$ cat config.mk
export PLATFORM = sky130hd
export DESIGN_NAME = dma_peripheral_flow_handshake
export DESIGN_NICKNAME = d
export VERILOG_FILES = /design/src/dma_flow_pkg.sv /design/src/dma_req_sync.sv /design/src/dma_peripheral_flow_handshake.sv
export VERILOG_INCLUDE_DIRS = /design/src
export SDC_FILE = /design/constraint.sdc
export NUM_CORES = 1
export LEC_CHECK = 0
export ABC_AREA = 1
export ABC_CLOCK_PERIOD_IN_PS = 3280
export CAP_MARGIN = 20
export CORE_MARGIN = 5
export CORE_UTILIZATION = 50
export CTS_BUF_LIST = sky130_fd_sc_hd__clkbuf_8 sky130_fd_sc_hd__clkbuf_16
export CTS_CLUSTER_DIAMETER = 30
export DETAILED_ROUTE_END_ITERATION = 8
export DONT_BUFFER_PORTS = 1
export GPL_TIMING_DRIVEN = 0
export MAX_ROUTING_LAYER = met4
export PLACE_DENSITY = 0.61
export SLEW_MARGIN = 20
export SYNTH_ARGS = -nofsm -noshare
export SYNTH_HDL_FRONTEND = slang
export SYNTH_SLANG_ARGS = --single-unit
$ cat constraint.sdc
create_clock -name clk -period 3.28 [get_ports clk]
set_input_delay 0.984 -clock clk [delete_from_list [all_inputs] [get_ports clk]]
set_output_delay 0.984 -clock clk [all_outputs]
set_load 0.02 [all_outputs]
$ cat src/dma_flow_params.svh
// dma_flow_params.svh: widths, reset values and defaults of the peripheral flow block
// assumes: included by its bare name from the package file; design files see its macros through it
`ifndef DMA_FLOW_PARAMS_SVH
`define DMA_FLOW_PARAMS_SVH

`define DMA_LINE_W        4
`define DMA_LEN_W         8
`define DMA_NUM_LINES     16
`define DMA_BUF_DEPTH     16
`define DMA_CMP_W         16
`define DMA_SYNC_STAGES   3
`define DMA_LEN_ONE       8'h01
`define DMA_LEVEL_ZERO    16'h0000

`endif

$ cat src/dma_flow_pkg.sv
// dma_flow_pkg.sv: types shared by the peripheral flow handshake logic
// assumes: dma_flow_params.svh is on the include path
`include "dma_flow_params.svh"

package dma_flow_pkg;

    // one peripheral's four request lines
    typedef struct packed {
        logic burst_request;
        logic single_request;
        logic last_burst_request;
        logic last_single_request;
    } req_bits_t;

    // one transfer handed to the bus master
    typedef struct packed {
        logic                   is_write;
        logic [`DMA_LINE_W-1:0] line;
        logic [`DMA_LEN_W-1:0]  length;
        logic                   last;
    } xfer_cmd_t;

    typedef enum logic [1:0] {
        FLOW_SRC_TO_MEM,
        FLOW_MEM_TO_DST,
        FLOW_P2P_SRC,
        FLOW_P2P_DST
    } flow_mode_t;

    typedef enum logic [2:0] {
        ST_IDLE,
        ST_RUN,
        ST_BUSY,
        ST_DONE,
        ST_LOAD
    } engine_state_t;

endpackage

$ cat src/dma_req_sync.sv
// dma_req_sync.sv: optional three-stage synchroniser for one line's request bits
// assumes: raw requests may come from another clock; select is static per descriptor
`timescale 1ns/1ps

module dma_req_sync
    import dma_flow_pkg::*;
(
    // clock and reset
    input  wire logic      clk,
    input  wire logic      reset_n,
    // control
    input  wire logic      sync_select,
    // request in and out
    input  wire req_bits_t raw,
    output req_bits_t      sampled
);

    req_bits_t stage1;
    req_bits_t stage2;
    req_bits_t stage3;
    req_bits_t stable;

    // a bit changes only once the second and third stages agree
    always_ff @(posedge clk or negedge reset_n)
    begin
        if (!reset_n)
        begin
            stage1 <= '0;
            stage2 <= '0;
            stage3 <= '0;
            stable <= '0;
        end
        else
        begin
            stage1 <= raw;
            stage2 <= stage1;
            stage3 <= stage2;
            stable <= (stage2 ^ stage3) & stable | ~(stage2 ^ stage3) & stage3;
        end
    end

    assign sampled = sync_select ? stable : raw;

endmodule

$ cat src/dma_peripheral_flow_handshake.sv
// dma_peripheral_flow_handshake.sv: request handshake and flow engine of one channel
// assumes: an outside bus master performs each transfer command and pulses xfer_done
`timescale 1ns/1ps

module dma_peripheral_flow_handshake
    import dma_flow_pkg::*;
#(
    parameter int NUM_LINES = `DMA_NUM_LINES,
    parameter int BUF_DEPTH = `DMA_BUF_DEPTH
)
(
    // clock and reset
    input  wire logic                   clk,
    input  wire logic                   reset_n,
    // peripheral request lines
    input  wire req_bits_t [NUM_LINES-1:0] line_request,
    input  wire logic [NUM_LINES-1:0]   request_sync_select,
    output logic [NUM_LINES-1:0]        request_clear,
    output logic [NUM_LINES-1:0]        terminal_count_flag,
    // channel set-up from the current descriptor
    input  wire logic                   channel_enable,
    input  wire flow_mode_t             flow_mode,
    input  wire logic [`DMA_LINE_W-1:0] src_line,
    input  wire logic [`DMA_LINE_W-1:0] dst_line,
    input  wire logic [`DMA_LEN_W-1:0]  burst_length,
    input  wire logic                   tc_irq_enable,
    // descriptor chaining
    output logic                        next_descriptor_request,
    input  wire logic                   next_descriptor_loaded,
    output logic                        tc_irq,
    // bus master command
    output logic                        xfer_start,
    output xfer_cmd_t                   xfer_cmd,
    input  wire logic                   xfer_done
);

    localparam int LVL_W = $clog2(BUF_DEPTH + 1);
    localparam int CW    = `DMA_CMP_W;

    // =====================================================================
    // functions
    function automatic logic any_req(input req_bits_t r);
        any_req = r.burst_request | r.single_request | r.last_burst_request
                  | r.last_single_request;
    endfunction

    function automatic logic [`DMA_LEN_W-1:0] req_len(input req_bits_t r,
                                                      input logic [`DMA_LEN_W-1:0] b);
        req_len = (r.burst_request | r.last_burst_request) ? b : `DMA_LEN_ONE;
    endfunction

    function automatic logic is_last(input req_bits_t r);
        is_last = r.last_burst_request | r.last_single_request;
    endfunction

    // =====================================================================
    // request sampling
    req_bits_t [NUM_LINES-1:0] req;

    for (genvar g = 0; g < NUM_LINES; g++)
    begin : g_sync
        dma_req_sync u_sync (
            .clk(clk), .reset_n(reset_n), .sync_select(request_sync_select[g]),
            .raw(line_request[g]), .sampled(req[g]));
    end

    // =====================================================================
    // state
    engine_state_t          state;
    engine_state_t          next_state;
    logic [LVL_W-1:0]       level;
    logic                   src_done;

    // =====================================================================
    // decode
    wire req_bits_t             src_req   = req[src_line];
    wire req_bits_t             dst_req   = req[dst_line];
    wire logic                  src_free  = !request_clear[src_line];
    wire logic                  dst_free  = !request_clear[dst_line];
    wire logic [CW-1:0]         level_w   = CW'(level);
    wire logic [CW-1:0]         room_w    = CW'(BUF_DEPTH) - level_w;
    wire logic [CW-1:0]         burst_w   = CW'(burst_length);
    wire logic [`DMA_LEN_W-1:0] src_len   = req_len(src_req, burst_length);
    wire logic [`DMA_LEN_W-1:0] dst_len   = req_len(dst_req, burst_length);
    wire logic                  single_md = flow_mode < FLOW_P2P_SRC;
    wire logic [`DMA_LINE_W-1:0] flow_ln  = (flow_mode == FLOW_SRC_TO_MEM) ? src_line : dst_line;
    wire req_bits_t             flow_req  = req[flow_ln];
    wire logic                  flow_go   = any_req(flow_req) && !request_clear[flow_ln];
    wire logic [`DMA_LEN_W-1:0] flow_len  = req_len(flow_req, burst_length);

    // source flow: full burst write, drain write, read
    wire logic [`DMA_LEN_W-1:0] drain_len = (level_w < burst_w) ? `DMA_LEN_W'(level)
                                                                 : burst_length;
    wire logic ps_write  = dst_req.burst_request && dst_free
                           && (level_w >= burst_w || (src_done && level != '0));
    wire logic [`DMA_LEN_W-1:0] ps_wlen = src_done ? drain_len : burst_length;
    wire logic ps_read   = !src_done && any_req(src_req) && src_free
                           && room_w >= CW'(src_len);
    wire logic ps_finish = src_done && level == '0;

    // destination flow: write when enough data, else read source for it
    wire logic pd_need   = any_req(dst_req) && dst_free;
    wire logic pd_write  = pd_need && level_w >= CW'(dst_len);
    wire logic pd_read   = pd_need && level_w < CW'(dst_len) && src_free
                           && (src_req.burst_request || src_req.single_request)
                           && room_w >= CW'(src_len);

    // command chosen this cycle in the run state
    logic      issue;
    logic      finish;
    xfer_cmd_t next_cmd;

    always_comb
    begin
        issue    = 1'b0;
        finish   = 1'b0;
        next_cmd = '0;
        if (single_md)
        begin
            // one transfer per request, no length kept
            issue           = flow_go;
            next_cmd.is_write = flow_mode == FLOW_MEM_TO_DST;
            next_cmd.line   = flow_ln;
            next_cmd.length = flow_len;
            next_cmd.last   = is_last(flow_req);
        end
        else if (flow_mode == FLOW_P2P_SRC)
        begin
            finish = ps_finish;
            if (ps_write)
            begin
                issue           = 1'b1;
                next_cmd.is_write = 1'b1;
                next_cmd.line   = dst_line;
                next_cmd.length = ps_wlen;
                next_cmd.last   = src_done && level_w == CW'(ps_wlen);
            end
            else if (ps_read)
            begin
                issue           = 1'b1;
                next_cmd.line   = src_line;
                next_cmd.length = src_len;
                next_cmd.last   = is_last(src_req);
            end
        end
        else
        begin
            if (pd_write)
            begin
                issue           = 1'b1;
                next_cmd.is_write = 1'b1;
                next_cmd.line   = dst_line;
                next_cmd.length = dst_len;
                next_cmd.last   = is_last(dst_req);
            end
            else if (pd_read)
            begin
                issue           = 1'b1;
                next_cmd.line   = src_line;
                next_cmd.length = src_len;
            end
        end
    end

    wire logic busy_done = state == ST_BUSY && xfer_done;
    wire logic launch    = state == ST_RUN && next_state == ST_BUSY;
    wire logic desc_end  = busy_done && xfer_cmd.last
                           && !(flow_mode == FLOW_P2P_SRC && !xfer_cmd.is_write);

    always_comb
    begin
        next_state = state;
        unique case (state)
            ST_IDLE: next_state = channel_enable ? ST_RUN : ST_IDLE;
            ST_RUN:
            begin
                if (!channel_enable)
                    next_state = ST_IDLE;
                else if (finish)
                    next_state = ST_DONE;
                else if (issue)
                    next_state = ST_BUSY;
            end
            ST_BUSY: next_state = !xfer_done ? ST_BUSY : desc_end ? ST_DONE : ST_RUN;
            ST_DONE: next_state = ST_LOAD;
            ST_LOAD: next_state = next_descriptor_loaded ? ST_RUN : ST_LOAD;
        endcase
    end

    // =====================================================================
    // engine registers and descriptor chaining pulses
    always_ff @(posedge clk or negedge reset_n)
    begin
        if (!reset_n)
        begin
            state                   <= ST_IDLE;
            xfer_start              <= 1'b0;
            xfer_cmd                <= '0;
            next_descriptor_request <= 1'b0;
            tc_irq                  <= 1'b0;
        end
        else
        begin
            state                   <= next_state;
            xfer_start              <= launch;
            next_descriptor_request <= state == ST_DONE;
            tc_irq                  <= state == ST_DONE && tc_irq_enable;
            if (launch)
                xfer_cmd <= next_cmd;
        end
    end

    // buffer level and source-finished flag
    always_ff @(posedge clk or negedge reset_n)
    begin
        if (!reset_n)
        begin
            level    <= '0;
            src_done <= 1'b0;
        end
        else if (desc_end && flow_mode == FLOW_P2P_DST)
            level    <= '0;
        else if (busy_done && !single_md)
        begin
            if (xfer_cmd.is_write)
                level <= level - LVL_W'(xfer_cmd.length);
            else
                level <= level + LVL_W'(xfer_cmd.length);
            if (!xfer_cmd.is_write && xfer_cmd.last)
                src_done <= 1'b1;
        end
        else if (state == ST_LOAD && next_descriptor_loaded)
            src_done <= 1'b0;
    end

    // =====================================================================
    // per-line clear and terminal count
    for (genvar g = 0; g < NUM_LINES; g++)
    begin : g_line
        wire logic served = busy_done && xfer_cmd.line == `DMA_LINE_W'(g);
        always_ff @(posedge clk or negedge reset_n)
        begin
            if (!reset_n)
            begin
                request_clear[g]       <= 1'b0;
                terminal_count_flag[g] <= 1'b0;
            end
            else if (served)
            begin
                request_clear[g]       <= 1'b1;
                terminal_count_flag[g] <= xfer_cmd.last;
            end
            else if (request_clear[g] && !any_req(req[g]))
            begin
                request_clear[g]       <= 1'b0;
                terminal_count_flag[g] <= 1'b0;
            end
        end

    end
endmodule

; ---- After elaboration in Yosys (flattened, before gate mapping)
; Index checks and enable logic that the tools add are counted.
; Widths: inputs -> output; s select.
[word_totals]
reg_bits = 314
in_bits = 104
out_inout_bits = 49
word_cells = 698
[op_classes]
n_addsub = 3
n_lt_le_gt_ge = 9
eq_ne = 25
n_mux = 113
bitwise = 144
reduce_logical = 106
[op_table]
columns = op, n
row1 = $and 4x4->4, 32
row2 = $mux 4, 20
row3 = $mux 1, 66
row4 = $not 4->4, 16
row5 = $or 4x4->4, 16
row6 = $xor 4x4->4, 16
row7 = $or 1x1->1, 63
row8 = $logic_and 1x1->1, 57
row9 = $bmux 4 s4, 3
row10 = $mux 8, 5
row11 = $reduce_bool 2->1, 18
row12 = $eq 4x4->1 const B, 8
row13 = $mux 14, 2
row14 = $mux 13, 2
row15 = $mux 12, 2
row16 = $logic_not 1->1, 23
row17 = $eq 4x3->1 const B, 4
row18 = $ge 16x8->1, 1
row19 = $ge 5x8->1, 2
row20 = $lt 5x8->1, 2
row21 = $lt 4x5->1 const B, 3
row22 = $mux 5, 3
row23 = $pmux 3 s5, 1
row24 = $bmux 1 s4, 3
row25 = other kinds (23), 32

; ---- Depth between registers and ports, before layout
[logic_depth]
ltp_word = 21
mapped_depth = 33
ltp_nobuf = 32

; ---- Modules after synthesis
; From an unflattened synthesis, not the netlist that was laid out.
[unflattened]
cells_unflattened = 1790
area_unflattened_um2 = 14777.9
[by_module_without_submodules]
columns = mod, n_inst, cells_per_inst, area_per_inst_um2, seq_area_each_um2
row1 = dma_req_sync, 16, 44, 515.5, 400.4
row2 = dma_peripheral_flow_handshake, 1, 1086, 6530.0, 1451.4

; ---- Worst setup path before layout
; OpenSTA, ideal clock, no wires.
[synth_timing]
path_type = input port to flip-flop
from = input src_line[0]
to = register xfer_cmd[12] (netlist name)
arrival_ns = 3.773
slack_ns = -0.611
path_stages = 30
path_buffers = 3
cell_sequence = buf_2 > inv_2 > clkbuf_1 > nand3_1 > nand3_1 > nand3_1 > nand3_1 > nand2_1 > nor2_1 > inv_1 > nand2_1 > ha_1 > nand2_1 > nor2_1 > nand4_1 > nand4_1 > nand3_1 > nor2_1 > nand3_2 > nand2_1 > nand2_1 > nand3_1 > nand2_1 > nand2_1 > nand2_2 > nand2_4 > nand2_4 > buf_6 > nand2_1 > nand2_1
[synth_between]
elab_chain_len = 18
[synth_rtl]
columns = item, line
row1 = from (decl), dma_peripheral_flow_handshake.sv:23  ; input wire logic [`DMA_LINE_W-1:0] src_line,
row2 = branches (longest 18 deep; another with $ge 16x8->1), -
row3 = to (signal assigned), dma_peripheral_flow_handshake.sv:209  ; xfer_cmd <= next_cmd;
row4 = to (decl), dma_peripheral_flow_handshake.sv:33  ; output xfer_cmd_t xfer_cmd,
; Several ways; the timed one is not identified. The select of a mux whose other input is x is not followed.
; A chain may end at the register's enable or synchronous reset.

; ---- Worst setup path after layout
[layout_timing]
from = input request_sync_select[14]
to = register xfer_cmd[9] (netlist name)
[layout_between]
elab_chain_len = 21
[layout_rtl]
columns = item, line
row1 = from (decl), dma_peripheral_flow_handshake.sv:17  ; input wire logic [NUM_LINES-1:0] request_sync_select,
row2 = $mux 4 (*), dma_req_sync.sv:42  ; assign sampled = sync_select ? stable : raw;
row3 = branches (longest 20 deep; another with $lt 5x8->1), -
; Mark *: on every way between the ends. The select of a mux whose other input is x is not followed.

==> flow_metrics.tcl <==
set metrics [dict create \
    via_per_inst 5.95 \
    pwr_density_cell_nw_per_um2 782 \
    power.internal_w 0.00931 \
    p_leak_nw 8.22 \
    regToRegSetupSlack_ns -0.39 \
    critical_path_depth 30 \
    p_comb_frac 0.218 \
    critPathSlowestCell "nor2_4" \
    cap_viol_max_count 0 \
    final-hold-violation-count 0 \
    synth_edf_count 0 \
    port-buffer-count 0 \
    routed-via-count 12500 \
    grt_overflow 0 \
    violations "negative setup slack" \
    maxSlewViolCount 0 \
    slew_headroom 0.328 \
    p_total_w 0.0140 \
    crit_top_cell "nand2_2" \
    synth.ff_latch_count 314 \
    setup_viol 17 \
    wirelength_mm 54.1 \
    ys.flop_type "dfrtp_1" \
    clock-skew-final_ns 0.0258 \
    cts_inserted_buffers 54 \
    cts.clk_slew.worst_paths_ns 0.06 \
    grt_pass1_wl_mm 78.3 \
    clock_sinks 314 \
    track_usage 0.341 \
    synth_area_um2 14300 \
    io_pins 153 \
    rows 62 \
    ant_nets 0 \
    routedWlPerCell_um 25.7 \
    crit_family "simple AND/OR/NAND/NOR gates" \
    fin_crit_ns 3.73 \
    worst_setup_path_start_kind "input pin" \
    ys_async_sr_fraction 1.00 \
    clock.fmax_ghz 0.268 \
    synth_fp_nets 1719 \
    cts_tree "done" \
    fin_nets 1806 \
    p_sw_w 0.00468 \
    p_seq_frac 0.356 \
    final_cell_mix "nand2_1 (316), dfrtp_1 (314), nand3_1 (264)" \
    critPathMaxFanout 6 \
    status "finished with violations" \
    drtPass1Iterations 6 \
    syn_inst 1589 \
    grt_max_degree 315 \
    worst_slack_ns -0.451 \
    tns_ns -6.87 \
    path_buf_inv 4 \
    period_share 1.14 \
    drc 0 \
    clockPowerShare 0.426 \
    drive_above_1_share 0.182 \
    rsz0062_at_grt "yes" \
    cp.arrival_ns 4.17 \
    die_area_um2 32200 \
    initial_core_util 0.502 \
    first_global_vias 12500 \
    hpwl_mm 38.8 \
    syn_to_final_growth_pct 24.6 \
    die_h_um 179 \
    clk_latency_ns 0.57 \
    drt-initial-drc-count 1317 \
    hp-class "in -> async" \
    worst_pin_slew_ns 0.998 \
    die_width_um 179 \
    core_um2 28500 \
    cp-end-kind "flop" \
    final_common_cell "nand2_1" \
    peakVddDrop_mv 0.611 \
    ys_seq_area_frac 0.548 \
    place_congestion 1.08 \
    p_sw_frac 0.334 \
    synth_area_per_cell_um2 9.03 \
    reg2regPathDepth 29 \
    yosysWarnings 0 \
    cts_hold_buffers 0 \
    synth_cell_types 45 \
    cts_buffer_depth 3 \
    h-tree-depth 2 \
    crit_required_ns 3.72 \
    path_class "in -> reg" \
    antenna_found_initial 1 \
    critPathMaxStageDelay_ns 0.24 \
    cts_root_buf "clkbuf_16" \
]
## power groups by stage
stage	sequential (W)	clock (W)	combinational, W
floorplan	0.00482	0	0.00188
global placement	0.00500	0	0.00251
detailed placement	0.00501	0	0.00255
CTS	0.00497	0.00604	0.00281
global route	0.00502	0.00624	0.00331
finish	0.00498	0.00596	0.00305
## metrics by stage
step                setup WS (ns)  hold slack (ns)  cell area [um2]   util  instances
floorplan                  -0.391            0.331            14500      -       1589
global placement            -1.45            0.331            15000  0.526       1973
detailed placement          -1.50            0.335            15000  0.526       1973
CTS                        -0.353            0.104            17500  0.614       2089
global route               -0.578            0.102            17900  0.626       2106
finish                     -0.451            0.110            17900  0.626       2106
## cell type report
class                           instances  area (um2)
Sequential cell                       314        7860
Buffer                                 53         490
Clock buffer                           60        1460
Multi-Input combinational cell       1089        6280
Antenna cell                            1        2.50
Fill cell                            2408       10700
Clock inverter                         41         518
Inverter                              133         543
Timing Repair Buffer                   31         253
Tap cell                              384         480
## cell usage after synthesis, types with 4 or more instances
cell type  instances  share of area
nor4_1             7         0.0031
ha_1              25          0.022
buf_4              5         0.0026
inv_2              6         0.0016
inv_1            126          0.033
buf_2             22         0.0077
o2111ai_1          4         0.0024
dfrtp_1          314           0.55
a21oi_1           55          0.019
maj3_1            64          0.045
o21ai_0           92          0.032
clkbuf_1          21         0.0055
xor2_1             4         0.0024
o21ai_1           12         0.0042
nor3_1            20         0.0070
o22ai_1           26          0.011
and2_1            20         0.0087
nor2_1            51          0.013
nand3_1          307           0.11
nand2_1          351          0.092
nand4_1            8         0.0035
o211ai_1          11         0.0058
## worst reg2reg max path: cells and delay by family (launching register included)
kind	cells	cell delay, ns
and+or+nand+nor	23	2.35
DFF	1	0.40
adders and majority gates	1	0.14
buffers and inverters	3	0.41
AOI/OAI and AO/OA	2	0.25
## worst paths after layout
path                                                       start                               endpoint
setup / recovery                         request_sync_select[14]                xfer_cmd[9]$_DFFE_PN0P_
hold / removal                                           reset_n             asynchronous set/reset pin
min in group clk           g_sync[13].u_sync.stage1[3]$_DFF_PN0_  g_sync[13].u_sync.stage2[3]$_DFF_PN0_
hold reg to reg            g_sync[13].u_sync.stage1[3]$_DFF_PN0_  g_sync[13].u_sync.stage2[3]$_DFF_PN0_
max in group asynchronous                                reset_n                   level[2]$_DFFE_PN0P_
setup reg to reg                                            flop                xfer_cmd[9]$_DFFE_PN0P_
## metal layers
metal | vias to the layer above | track usage | share of wire
li1 | 5594 | - | -
met1 | 6088 | 0.418 | 0.39
met2 | 667 | 0.531 | 0.46
met4 | 0 | 0.157 | 0.057
met3 | 190 | 0.0950 | 0.10
met5 | - | - | 0
## cell families (layout without fill, tap and decap cells)
logic type	Yosys count	after routing	synth area share
adders and majority gates	90	90	0.0679
DFF	314	314	0.548
other	0	1	0
xor gates and xnor gates	7	7	0.00427
AOI/OAI and AO/OA	216	216	0.0852
and+or+nand+nor	776	776	0.241
buffers and inverters	186	318	0.0535
## what timing repair did
| item | CTS | global route |
|---|---|---|
| setup endpoints to repair | 17 | 17 |
| buffers inserted | 14 | 16 |
| pin swaps | 39 | 34 |
| gates cloned | 1 | 0 |
| resized for setup | 104 | 65 |
Note: power is estimated with default switching activity, not from simulation.
